[config.mk]
export PLATFORM = sky130hd
export DESIGN_NAME = cbl_lane_decoder
export DESIGN_NICKNAME = d
export VERILOG_FILES = /design/src/rtl/cbl_pkg.sv /design/src/rtl/cbl_lane_decoder.sv /design/src/rtl/cbl_lane_mem.sv
export SDC_FILE = /design/constraint.sdc
export NUM_CORES = 1
export LEC_CHECK = 0
export BUFFER_PORTS_ARGS = -buffer_cell sky130_fd_sc_hd__buf_4
export CORE_ASPECT_RATIO = 2
export CORE_MARGIN = 2
export CORE_UTILIZATION = 40
export DETAILED_ROUTE_END_ITERATION = 12
export PLACE_DENSITY = 0.54
export SLEW_MARGIN = 10
export SYNTH_ARGS = -nofsm -noshare
export SYNTH_HDL_FRONTEND = slang
export SYNTH_SLANG_ARGS = --single-unit
[constraint.sdc]
create_clock -name clk -period 5.1 [get_ports clk]
set_clock_uncertainty 0.15 [all_clocks]
set_input_delay 0.765 -clock clk [delete_from_list [all_inputs] [get_ports clk]]
set_output_delay 0.765 -clock clk [all_outputs]
set_load 0.03 [all_outputs]
[src/rtl/cbl_pkg.sv]
// Shared constants and types of the card bus lane decoder
package cbl_pkg;
   // ==========================================================
   // Widths and memory sizes
   localparam int DATA_W = 16;
   localparam int ADDR_W = 8;
   localparam int TF_DEPTH = 16;
   localparam int TF_AW = 4;
   localparam int ATTR_DEPTH = 128;
   localparam int ATTR_AW = 7;
   localparam int SYNC_STAGES = 2;

   // ==========================================================
   // Native disk mode register addresses
   localparam logic [3:0] TF_NATIVE_BASE = 4'h8;
   localparam logic [2:0] NATIVE_DATA_ADDR = 3'h0;
   localparam logic [2:0] NATIVE_CTRL_ADDR = 3'h6;

   // ==========================================================
   // Reset values and timing counts
   localparam logic [7:0] BYTE_ZERO = 8'h00;
   localparam logic [7:0] DEV_CTRL_RESET = 8'h00;
   localparam logic [15:0] WORD_ZERO = 16'h0000;
   localparam logic [1:0] MODE_SAMPLE_CYCLES = 2'h3;

   // ==========================================================
   // Bit positions inside the synchronised pin vector
   localparam int PIN_W = 31;
   localparam int PIN_DATA_LSB = 0;
   localparam int PIN_ADDR_LSB = 16;
   localparam int PIN_IO_WRITE_STROBE = 24;
   localparam int PIN_IO_READ_STROBE = 25;
   localparam int PIN_WE = 26;
   localparam int PIN_OE = 27;
   localparam int PIN_CE_LO = 28;
   localparam int PIN_CE_HI = 29;
   localparam int PIN_ATTR = 30;

   // ==========================================================
   // Access sequencer states
   typedef enum logic [2:0] {
      ST_BOOT,
      ST_IDLE,
      ST_RD_ADDR,
      ST_RD_LOAD,
      ST_RD_DRIVE,
      ST_WR_HOLD
   } cbl_state_e;

   // Lane plan of one access, decided at the strobe edge
   typedef struct packed {
      logic valid;
      logic attr;
      logic drvLo;
      logic drvHi;
      logic loFromHi;
      logic loZero;
      logic hiZero;
      logic wrLo;
      logic wrHi;
      logic hiFromLo;
      logic useStat;
      logic ctrl;
      logic [1:0] ceN;
      logic a0;
      logic [7:0] idx;
   } cbl_plan_s;
endpackage : cbl_pkg

[src/rtl/cbl_lane_decoder.sv]
// Host port lane decoder of the flash card: attribute, task file, native disk
// Operation
// Host holds attribute select low for attribute
// Attribute byte read: even byte low lane
// Attribute word/odd: upper invalid, odd floats low
// Attribute writes accept only even low byte
// I/O config: select low, both enables high float
// Select high with I/O strobe inhibits access
// Task byte read: even/odd on low lane
// Task word: odd upper, even lower lane
// Task odd-byte access uses upper lane only
// Task byte write takes low lane byte
// Memory config: select high, memory strobes
// Output enable low at power-up: native mode
// Native mode hides attribute memory completely
// Native data register word-wide unless eight-bit
// Native low select: data word, registers low
// Native high select 6h: status, control
// Native register writes use lower lane only
// Synchronise strobes, one access per pulse
module cbl_lane_decoder (
   input wire logic clk,
   input wire logic sys_rst,
   input wire logic attrSelectN,
   input wire logic lowLaneCardEnableN,
   input wire logic highLaneCardEnableN,
   input wire logic outputEnableN,
   input wire logic writeEnableN,
   input wire logic ioReadStrobeN,
   input wire logic ioWriteStrobeN,
   input wire logic [7:0] cardAddr,
   input wire logic [15:0] dataIn,
   input wire logic ioMappedConfig,
   input wire logic eightBitMode,
   input wire logic [7:0] statusIn,
   output logic [15:0] dataOut,
   output logic dataOeLow,
   output logic dataOeHigh,
   output logic [7:0] deviceControl,
   output logic nativeDiskMode,
   output logic modeValid
);
   // ==========================================================
   // Declarations
   logic [cbl_pkg::PIN_W-1:0] pinsA;
   logic [cbl_pkg::PIN_W-1:0] pinsB;
   logic attrNS, ceLoNS, ceHiNS, oeNS, weNS, iordNS, iowrNS;
   logic [7:0] addrS;
   logic [15:0] dataS;
   logic rdActive, wrActive, rdPrev, wrPrev, rdStart, wrStart;
   logic memStrobe, ioStrobe;
   cbl_pkg::cbl_state_e state;
   cbl_pkg::cbl_plan_s plan;
   cbl_pkg::cbl_plan_s next_plan;
   logic [1:0] bootCnt;
   logic tfWrEn, attrWrEn;
   logic [1:0] tfByteEn;
   logic [15:0] wrWord;
   logic [3:0] tfWrAddr;
   logic [6:0] attrWrAddr;
   logic [15:0] tfRd;
   logic [7:0] attrRd;
   logic [15:0] srcWord;
   logic rdLive;

   // ==========================================================
   // Pin synchronisers, two stages before any logic
   always_ff @(posedge clk) begin
      pinsA <= {attrSelectN, highLaneCardEnableN, lowLaneCardEnableN, outputEnableN,
                writeEnableN, ioReadStrobeN, ioWriteStrobeN, cardAddr, dataIn};
      pinsB <= pinsA;
   end

   // Named views of the second stage
   assign attrNS = pinsB[cbl_pkg::PIN_ATTR];
   assign ceHiNS = pinsB[cbl_pkg::PIN_CE_HI];
   assign ceLoNS = pinsB[cbl_pkg::PIN_CE_LO];
   assign oeNS = pinsB[cbl_pkg::PIN_OE];
   assign weNS = pinsB[cbl_pkg::PIN_WE];
   assign iordNS = pinsB[cbl_pkg::PIN_IO_READ_STROBE];
   assign iowrNS = pinsB[cbl_pkg::PIN_IO_WRITE_STROBE];
   assign addrS = pinsB[cbl_pkg::PIN_ADDR_LSB +: 8];
   assign dataS = pinsB[cbl_pkg::PIN_DATA_LSB +: 16];

   // ==========================================================
   // Strobe qualification and edge detection
   // Memory strobes mean nothing in native mode; the output enable is the mode pin
   assign memStrobe = !nativeDiskMode && (!oeNS || !weNS);
   assign ioStrobe = !iordNS || !iowrNS;
   assign rdActive = !iordNS || (!nativeDiskMode && !oeNS);
   assign wrActive = !iowrNS || (!nativeDiskMode && !weNS);
   assign rdStart = state == cbl_pkg::ST_IDLE && rdActive && !rdPrev && !wrActive;
   assign wrStart = state == cbl_pkg::ST_IDLE && wrActive && !wrPrev && !rdActive;

   // Previous strobe levels
   always_ff @(posedge clk) begin
      if (sys_rst) begin
         rdPrev <= 1'b1;
         wrPrev <= 1'b1;
      end else begin
         rdPrev <= rdActive;
         wrPrev <= wrActive;
      end
   end

   // ==========================================================
   // Lane plan decode for one access
   function automatic cbl_pkg::cbl_plan_s decodePlan(
      input logic attrN, input logic ceLoN, input logic ceHiN,
      input logic memS, input logic ioS, input logic [7:0] addr,
      input logic native, input logic ioCfg, input logic eightBit);
      cbl_pkg::cbl_plan_s p;
      logic isAttr;
      logic isTask;
      p = '0;
      p.ceN = {ceHiN, ceLoN};
      p.a0 = addr[0];
      isAttr = memS && !attrN;
      isTask = (memS && attrN && !ioCfg) || (ioS && !attrN && ioCfg);
      if (native) begin
         // Attribute space never decodes here
         if (ioS && !ceLoN && ceHiN) begin
            p.valid = 1'b1;
            p.drvLo = 1'b1;
            p.wrLo = 1'b1;
            p.idx = 8'({4'h0, cbl_pkg::TF_NATIVE_BASE} + {5'h00, addr[2:0]});
            if (addr[2:0] == cbl_pkg::NATIVE_DATA_ADDR && !eightBit) begin
               p.drvHi = 1'b1;
               p.wrHi = 1'b1;
            end
         end else if (ioS && ceLoN && !ceHiN && addr[2:0] == cbl_pkg::NATIVE_CTRL_ADDR) begin
            p.valid = 1'b1;
            p.drvLo = 1'b1;
            p.useStat = 1'b1;
            p.ctrl = 1'b1;
         end
      end else if ((isAttr || isTask) && !(ceLoN && ceHiN)) begin
         p.valid = 1'b1;
         p.attr = isAttr;
         p.idx = isAttr ? {1'b0, addr[7:1]} : {5'h00, addr[3:1]};
         unique case ({ceHiN, ceLoN})
            2'b10: begin
               p.drvLo = 1'b1;
               if (isAttr) begin
                  p.loZero = addr[0];
                  p.wrLo = !addr[0];
               end else begin
                  p.loFromHi = addr[0];
                  p.wrLo = !addr[0];
                  p.wrHi = addr[0];
                  p.hiFromLo = addr[0];
               end
            end
            2'b00: begin
               p.drvLo = 1'b1;
               p.drvHi = 1'b1;
               p.hiZero = isAttr;
               p.wrLo = 1'b1;
               p.wrHi = !isAttr;
            end
            default: begin
               p.drvHi = 1'b1;
               p.hiZero = isAttr;
               p.wrHi = !isAttr;
            end
         endcase
      end
      return p;
   endfunction

   assign next_plan = decodePlan(attrNS, ceLoNS, ceHiNS, memStrobe, ioStrobe, addrS,
                                 nativeDiskMode, ioMappedConfig, eightBitMode);

   // ==========================================================
   // Plan register, taken once per strobe pulse
   always_ff @(posedge clk) begin
      if (sys_rst) begin
         plan <= '0;
      end else if (rdStart || wrStart) begin
         plan <= next_plan;
      end
   end

   // ==========================================================
   // Power-up mode capture after the synchronisers settle
   always_ff @(posedge clk) begin
      if (sys_rst) begin
         bootCnt <= 2'h0;
         nativeDiskMode <= 1'b0;
         modeValid <= 1'b0;
      end else if (!modeValid) begin
         if (bootCnt == cbl_pkg::MODE_SAMPLE_CYCLES) begin
            nativeDiskMode <= !oeNS;
            modeValid <= 1'b1;
         end else begin
            bootCnt <= bootCnt + 2'h1;
         end
      end
   end

   // ==========================================================
   // Access sequencer
   always_ff @(posedge clk) begin
      if (sys_rst) begin
         state <= cbl_pkg::ST_BOOT;
      end else begin
         unique case (state)
            cbl_pkg::ST_BOOT: if (modeValid) state <= cbl_pkg::ST_IDLE;
            cbl_pkg::ST_IDLE: begin
               if (rdStart) state <= cbl_pkg::ST_RD_ADDR;
               else if (wrStart) state <= cbl_pkg::ST_WR_HOLD;
            end
            cbl_pkg::ST_RD_ADDR: state <= cbl_pkg::ST_RD_LOAD;
            cbl_pkg::ST_RD_LOAD: state <= cbl_pkg::ST_RD_DRIVE;
            cbl_pkg::ST_RD_DRIVE: if (!rdActive) state <= cbl_pkg::ST_IDLE;
            cbl_pkg::ST_WR_HOLD: if (!wrActive) state <= cbl_pkg::ST_IDLE;
         endcase
      end
   end

   // ==========================================================
   // Write commit on the strobe's trailing edge
   always_ff @(posedge clk) begin
      if (sys_rst) begin
         tfWrEn <= 1'b0;
         attrWrEn <= 1'b0;
         tfByteEn <= 2'h0;
         wrWord <= cbl_pkg::WORD_ZERO;
         deviceControl <= cbl_pkg::DEV_CTRL_RESET;
      end else begin
         tfWrEn <= 1'b0;
         attrWrEn <= 1'b0;
         if (state == cbl_pkg::ST_WR_HOLD && !wrActive && plan.valid) begin
            tfWrEn <= !plan.attr && !plan.ctrl && (plan.wrLo || plan.wrHi);
            attrWrEn <= plan.attr && plan.wrLo;
            tfByteEn <= {plan.wrHi, plan.wrLo};
            wrWord <= {plan.hiFromLo ? dataS[7:0] : dataS[15:8], dataS[7:0]};
            if (plan.ctrl) deviceControl <= dataS[7:0];
         end
      end
   end

   // Register write addresses follow the plan
   assign tfWrAddr = plan.idx[3:0];
   assign attrWrAddr = plan.idx[6:0];

   // ==========================================================
   // Storage: task-file registers and attribute bytes
   cbl_lane_mem #(.W(cbl_pkg::DATA_W), .D(cbl_pkg::TF_DEPTH), .AW(cbl_pkg::TF_AW)) uTaskFile (
      .clk(clk),
      .wrEn(tfWrEn),
      .byteEn(tfByteEn),
      .wrAddr(tfWrAddr),
      .wrData(wrWord),
      .rdAddr(plan.idx[3:0]),
      .rdData(tfRd)
   );

   cbl_lane_mem #(.W(8), .D(cbl_pkg::ATTR_DEPTH), .AW(cbl_pkg::ATTR_AW)) uAttr (
      .clk(clk),
      .wrEn(attrWrEn),
      .byteEn(1'b1),
      .wrAddr(attrWrAddr),
      .wrData(wrWord[7:0]),
      .rdAddr(plan.idx[6:0]),
      .rdData(attrRd)
   );

   // ==========================================================
   // Read lane steering and drive enables
   assign srcWord = plan.attr ? {cbl_pkg::BYTE_ZERO, attrRd} : tfRd;

   always_ff @(posedge clk) begin
      if (sys_rst) begin
         dataOut <= cbl_pkg::WORD_ZERO;
         dataOeLow <= 1'b0;
         dataOeHigh <= 1'b0;
      end else if (state == cbl_pkg::ST_RD_LOAD) begin
         dataOeLow <= plan.valid && plan.drvLo;
         dataOeHigh <= plan.valid && plan.drvHi;
         dataOut[15:8] <= plan.hiZero ? cbl_pkg::BYTE_ZERO : srcWord[15:8];
         if (plan.useStat) dataOut[7:0] <= statusIn;
         else if (plan.loZero) dataOut[7:0] <= cbl_pkg::BYTE_ZERO;
         else if (plan.loFromHi) dataOut[7:0] <= srcWord[15:8];
         else dataOut[7:0] <= srcWord[7:0];
      end else if (state != cbl_pkg::ST_RD_DRIVE || !rdActive) begin
         dataOeLow <= 1'b0;
         dataOeHigh <= 1'b0;
      end
   end

   assign rdLive = state == cbl_pkg::ST_RD_DRIVE;
endmodule // cbl_lane_decoder

[src/rtl/cbl_lane_mem.sv]
// Small register-file memory with byte enables and registered read data
module cbl_lane_mem #(
   parameter int W = 16,
   parameter int D = 16,
   parameter int AW = 4
) (
   input wire logic clk,
   input wire logic wrEn,
   input wire logic [W/8-1:0] byteEn,
   input wire logic [AW-1:0] wrAddr,
   input wire logic [W-1:0] wrData,
   input wire logic [AW-1:0] rdAddr,
   output logic [W-1:0] rdData
);
   logic [W-1:0] store [D];

   // ==========================================================
   // Byte-wise write
   always_ff @(posedge clk) begin
      if (wrEn) begin
         for (int b = 0; b < W/8; b++) begin
            if (byteEn[b]) begin
               store[wrAddr][b*8 +: 8] <= wrData[b*8 +: 8];
            end
         end
      end
   end

   // Registered read port
   always_ff @(posedge clk) begin
      rdData <= store[rdAddr];
   end
endmodule // cbl_lane_mem

==> results of run 1 <==
-- power by group through the flow --
stage | combinational (µW) | sequential (µW) | clock, µW
2_1_floorplan | 178 | 12900 | 0
3_3_place_gp | 269 | 13000 | 0
3_5_place_dp | 273 | 13000 | 0
4_1_cts | 294 | 12700 | 10100
5_1_grt | 310 | 12700 | 10500
6_report | 291 | 12700 | 9920
-- synthesized netlist by cell type (4+ instances only) --
library cell     n  area, µm²
buf_2           53        265
o221ai_1        36        315
a221o_1         21        210
nand2_1        101        379
o21ai_0         28        140
edfxtp_1      1280      38400
o22ai_1         17        106
nand3_1         34        170
a221oi_1        34        298
buf_6            4       45.0
dfxtp_1        158       3160
nand3b_1         6       45.0
o211ai_1        12       90.1
nor3_1          18       90.1
a211oi_1        19        143
nor2_1         249        935
a211o_1         13        114
a22oi_1          4       30.0
a2111oi_0       11       96.3
buf_4           18        135
nor2b_1          9       56.3
a21oi_1         52        260
mux2i_1        189       1890
inv_1            4       15.0
mux2_2          33        372
and2_1           5       31.3
nand2b_1         7       43.8
clkbuf_1        72        270
mux4_2         257       5790
buf_1           15       56.3
a21o_1           8       60.1
nand4_1          8       50.1
-- through the flow --
stage                     std cells  setup WS (ns)  hold slack (ns)  total power (µW)
final                          4797           1.26            0.162             22900
after global routing           4796           1.18            0.179             23500
after CTS                      4795           1.23            0.116             23100
after detailed placement       4538           1.29            0.163             13200
after global placement         4537          0.700            0.166             13200
after floorplan                2810           2.26            0.160             13100
-- flip-flops by register name (all words and copies together) (netlist names), 2 cells and up --
signal and count:
attrWrAddr 7, bootCnt 2, dataOut 16, deviceControl 8
pinsA 31, pinsB 31, plan 10, state 3
tfByteEn 2, uAttr.rdData 8, uAttr.store 1024, uTaskFile.rdData 16
uTaskFile.store 256, wrWord 16
-- per-layer routing --
layer  vias up  track usage  wire [µm]
met1     14398        0.208      48000
met5         -            0         13
li1      11653            -          -
met2       895        0.421      84900
met4         2        0.126       9910
met3       318       0.0262       5720
-- area by class of cell --
| type | instances | share of cell area |
|---|---|---|
| antenna | 2 | 0.0000812 |
| clock buffer | 145 | 0.0520 |
| clock inverter | 81 | 0.0174 |
| inverter | 6 | 0.000365 |
| multi-input combinational | 1204 | 0.195 |
| sequential | 1438 | 0.676 |
| tap | 1737 | 0.0353 |
| timing repair buffer | 184 | 0.0246 |
-- how the worst min path moves through the flow --
stage | to | slack (ns) | depth (start not counted)
5_1_grt | dataOut[7] | 0.18 | 3
2_1_floorplan | pinsB[0] | 0.16 | 0
3_5_place_dp | pinsB[13] | 0.16 | 0
3_3_place_gp | pinsB[3] | 0.17 | 0
6_report | dataOut[4] | 0.16 | 3
4_1_cts | dataOut[4] | 0.12 | 3
-- tightest hold or removal path: stages --
cell and delay [ns]:
buf_4 0.07, a221oi_1 0.06, nor3_1 0.12
-- kinds of logic (layout without fill, tap and decap cells) --
group	after synthesis	in the layout	synth area share
and+or+nand+nor	452	452	0.0350
DFF	1438	1438	0.765
xor gates and xnor gates	1	1	0.000161
muxes	479	479	0.148
buffers and inverters	168	416	0.0146
other	0	2	0
adders and majority gates	1	1	0.000230
AOI/OAI and AO/OA	271	271	0.0368
==> key figures, run 1 <==
Run status
  • Status: finished clean

Setup path
  • Critical path type: reg -> reg
  • Crit path cell chain: buf_12 > mux4_2 > mux2i_1 > nor2_1 > o221ai_1 > nand4_1
  • Buf/Inv on CP: 1
  • Largest fanout on the critical path: 77
  • Worst stage delay on the critical path: between 0.8 and 0.9 ns
  • Delay-heaviest family, CP: multiplexers
  • RR Endpoint: uAttr.rdData[3]
  • Setup crit end kind: flop
  • Crit path depth: 6
  • CP Launch Point: attrWrAddr[1]
  • Critical path startpoint category: flop
  • RR Startpoint: attrWrAddr[1]
  • Worst path arrival time: roughly 4.3 ns
  • Cells on worst reg2reg path: 6
  • Setup slack, reg-to-reg: 1.26 ns
  • Req. time, crit path: approximately 5.5 ns
  • CP max stage cell: dfxtp_4
  • CP Capture Point: uAttr.rdData[3]

Routing
  • Vias per cell: 5.68
  • Final ANT Viol Nets: 0
  • WL final: between 100,000 and 150,000 µm
  • Post-route DRC: 0
  • Iter 0 DRT Violations: 2,274
  • Vias: around 27,000
  • Iteration count of the initial detailed-routing pass: 5
  • WL/cell: roughly 31 µm

Pwr
  • Switching portion of total power: 0.199
  • Power Dens Cells: around 370 mW/mm²
  • Max IR drop VDD: approximately 0.28 mV
  • Combinational power share: 0.013
  • Sequential Power Share: 0.554
  • Int Power: approximately 18,000 µW
  • Clk pwr share: 0.433
  • P_leak: 0.0191 µW
  • Sw power: ~4600 µW

CTS
  • CTS root buffer: clkbuf_16
  • Post-CTS sizing: 0
  • Htree depth: 3
  • Clk slew on worst S/H paths: approximately 0.070 ns
  • CTS tree: yes
  • Max clock buf depth: 3
  • Post-CTS Hold Fix Bufs: 31
  • Clk_lat worst skew: about 0.78 ns
  • Post-CTS setup buffers: 0
  • Inserted Clock Buffers: around 120
  • Clock sinks: between 1,000 and 1,500

GRT
  • Gr ovfl total: 0
  • Largest net degree at the start of global routing: 87
  • Vias in the first global route: 29,184
  • GRT Overall Usage: 0.213
  • Global-route wire length before repair: between 200,000 and 250,000 µm
  • Initial antenna violation count: 2

STA
  • Measured slew at the worst slew-check pin: between 1 and 1.5 ns
  • Relative slew slack: 0.132
  • Slew Limit Fails: 0
  • RSZ-0062 raised after global routing: false
  • Fin Setup TNS: 0 ns
  • Final setup violation count: 0
  • Maximum clock rate: 260 MHz
  • Fin. Hold Viols: 0
  • Post-layout minimum cycle time: 3.84 ns
  • Fin crit share: 0.754

Synth
  • Synth warn: 0
  • Syn avg cell area: 19.3 µm²
  • Mapped Cells: about 2,800
  • Post-synth EDFFs: between 1,000 and 1,500
  • Synth Cell Area: approximately 0.054 mm²
  • Post-Syn Nets: roughly 2,900
  • Seq/Total Area, Yosys: 0.765
  • Seq cells post-synth: roughly 1,400
  • Ys flop type: edfxtp_1
  • Async SR Flop Fraction: 0
  • Post-synth cell types: 56

Cells and area
  • Register Area: 0.0416 mm²
  • Fin nets: around 3,000
  • Most frequent cells in the layout: 1,280 x edfxtp_1, 257 x mux4_2, 247 x nor2_1
  • FILL cells: ~11,000
  • Most common cell after layout, fill and taps aside: edfxtp_1
  • Non-Filler Cell Area, Final: 0.0616 mm²
  • P&R area growth vs syn: 13.4%
  • Area taken by multi-input logic gates: 0.0120 mm²
  • Utilization after layout: 0.456
  • Share of cells above drive strength 1: 0.217

Floorplanning
  • Core area: between 0.1 and 0.15 mm²
  • Die Wd: between 200 and 300 µm
  • Site Rows: approximately 190
  • # IOs: 71
  • Starting Density: 0.402
  • Die area: ~0.14 mm²
  • Die Y: roughly 530 µm

Placed design
  • I/O Buffers: 70
  • Gp weighted congestion: ~0.86
  • Placed cell areas: 0.0570 mm²
  • Post-DP HPWL: roughly 100,000 µm

Job
  • Maxcap violations: 0

Worst hold path
  • Hold Startpoint: statusIn[4]
  • Hold Path Class: in -> reg
(Power assumes the default switching activity.)
==> run 2, diff against run 1 <==
--- a/config.mk
+++ b/config.mk
@@ -10,7 +10,7 @@
 export CORE_MARGIN = 2
 export CORE_UTILIZATION = 40
 export DETAILED_ROUTE_END_ITERATION = 12
-export PLACE_DENSITY = 0.54
+export PLACE_DENSITY = 0.56
 export SLEW_MARGIN = 10
 export SYNTH_ARGS = -nofsm -noshare
 export SYNTH_HDL_FRONTEND = slang
==> constraint.sdc (replaced) <==
create_clock -name clk -period 3.3 [get_ports clk]
set_clock_uncertainty 0.15 [all_clocks]
set_input_delay 0.495 -clock clk [delete_from_list [all_inputs] [get_ports clk]]
set_output_delay 0.495 -clock clk [all_outputs]
set_load 0.03 [all_outputs]
==> run 2 against run 1 <==
Effect of this change:
- design area increased by 2.9%
- flip-flop and latch count unchanged
- combinational power increased by 63%
- setup slack got worse by 1.2 ns
- critical path depth increased by 2
- cell count increased by 4.7%
- fmax increased by 17%
- sequential share of layout area decreased by 1.9 points
- first-iteration DRC count decreased by 4.3%
- count of clock-buffer cells in the layout increased by 4
- utilization increased by 1.3 points
- critical endpoint is now uAttr.rdData[2]
- largest power group unchanged
==> key figures, run 2 (synthesized netlist as in run 1, its figures left out) <==
Setup path
  • Req. time, crit path: about 3.8 ns
  • Critical path startpoint category: flop
  • Setup crit end kind: flop
  • Worst path arrival time: between 3 and 4 ns
  • Critical path type: reg -> reg
  • Largest fanout on the critical path: 27

Cells and area
  • Largest register FFs: between 1,000 and 1,500
  • Fin nets: around 3,200
  • Non-Filler Cell Area, Final: around 0.063 mm²
  • P&R area growth vs syn: 16.6%
  • Top Registers: uAttr.store x1024, uTaskFile.store x256
  • Biggest register: uAttr.store
  • Share of cells above drive strength 1: 0.265
  • Most common cell after layout, fill and taps aside: edfxtp_1
  • Most frequent cells in the layout: 1,280 x edfxtp_1, 352 x buf_4, 257 x mux4_2

CTS
  • CTS root buffer: clkbuf_16
  • Clk_lat worst skew: roughly 0.74 ns
  • CTS tree: yes
  • Clk slew on worst S/H paths: roughly 0.07 ns
  • Clock sinks: about 1,400
  • Max clock buf depth: 3
  • Htree depth: 3
  • Post-CTS setup buffers: 0
  • Post-CTS sizing: 0
  • Inserted Clock Buffers: roughly 120

STA
  • Measured slew at the worst slew-check pin: 1.12 ns
  • Fin. Hold Viols: 0
  • Setup slack after layout: roughly 0.026 ns
  • Slew Limit Fails: 0
  • Fin crit share: 0.992
  • Post-layout minimum cycle time: 3.27 ns
  • Fin Setup TNS: 0 ns
  • Final setup violation count: 0
  • Relative slew slack: 0.252
  • Maximum clock rate: just over 300 MHz
  • RSZ-0062 raised after global routing: false

Routing
  • Iteration count of the initial detailed-routing pass: 5
  • WL final: ~150,000 µm
  • Vias: between 20,000 and 30,000
  • WL/cell: approximately 30 µm
  • Final ANT Viol Nets: 0
  • Iter 0 DRT Violations: roughly 2,200
  • Vias per cell: between 5 and 6
  • Post-route DRC: 0

Run status
  • Status: finished clean

GRT
  • GRT Overall Usage: 0.211
  • Gr ovfl total: 0
  • Initial antenna violation count: 1
  • Largest net degree at the start of global routing: ~100
  • Vias in the first global route: between 20,000 and 30,000
  • Global-route wire length before repair: between 200,000 and 250,000 µm

Job
  • Maxcap violations: 0

Placed design
  • I/O Buffers: 70
  • Post-DP HPWL: between 100,000 and 150,000 µm
  • Pre-CTS setup slack: between 0.1 and 0.15 ns
  • Gp weighted congestion: approximately 0.86
  • Placed cell areas: about 0.06 mm²

Floorplanning
  • Core area: about 0.14 mm²
  • Die area: 0.139 mm²
  • # IOs: 71
  • Site Rows: ~190
  • Starting Density: 0.402
  • Die Y: 525 µm
  • Die Wd: between 200 and 300 µm

Pwr
  • Max IR drop VDD: 0.425 mV
  • Power Dens Cells: 546 mW/mm²
  • P_leak: between 0.02 and 0.025 µW

Worst hold path
  • Hold Path Class: in -> reg
## run 2: final timing paths
kind | start | endpoint | slack (ns) | cells after the start
hold / removal | eightBitMode | plan[19] | 0.12 | 4
hold reg to reg | pinsA[13] | pinsB[13] | 0.18 | 0
setup reg to reg | attrWrAddr[2] | uAttr.rdData[2] | 0.03 | 8
setup / recovery | attrWrAddr[2] | uAttr.rdData[2] | 0.03 | 8
## run 2: where the power goes
group / switching (µW) / total [µW] / internal (µW)
Clock: 6440 / 14600 / 8120
Combinational: 245 / 475 / 230
Sequential: 63.3 / 19600 / 19600
Total: 6750 / 34700 / 27900
## run 2: through the flow
stage               power [µW]  hold WS [ns]   util  instances
floorplan                20300         0.160      -       2810
global placement         20500         0.168  0.437       4766
detailed placement       20500         0.162  0.437       4766
CTS                      34900        0.0571  0.469       5023
global route             35600        0.0983  0.469       5024
finish                   34700         0.123  0.469       5024
## run 2: layout make-up
type / instances / area, µm²
fill: 11255 / 71800
sequential: 1438 / 41600
tap: 1737 / 2170
timing repair buffer: 420 / 3610
inverter: 6 / 22.5
antenna: 1 / 2.50
multi-input combinational: 1204 / 12000
clock inverter: 69 / 769
clock buffer: 149 / 3200
## run 2: timing repair
item | in CTS | in global routing
hold buffers | 39 | 0
hold endpoints to repair | 39 | 0
endpoints found under the setup margin | 0 | 0
## run 2: worst max-delay path: stages, from the launching register on
cell	delay [ns]
dfxtp_4	0.70
buf_4	0.31
nor2b_1	0.08
buf_4	0.19
buf_4	0.16
a221oi_1	0.65
o21ai_0	0.33
a221o_1	0.46
nand4_1	0.10
## run 2: per-layer routing
layer,track usage,share of wire,wire [µm]
met3,0.0265,0.038,5570
met5,0,0,0
met2,0.410,0.56,83100
met4,0.126,0.067,9830
met1,0.212,0.33,48600
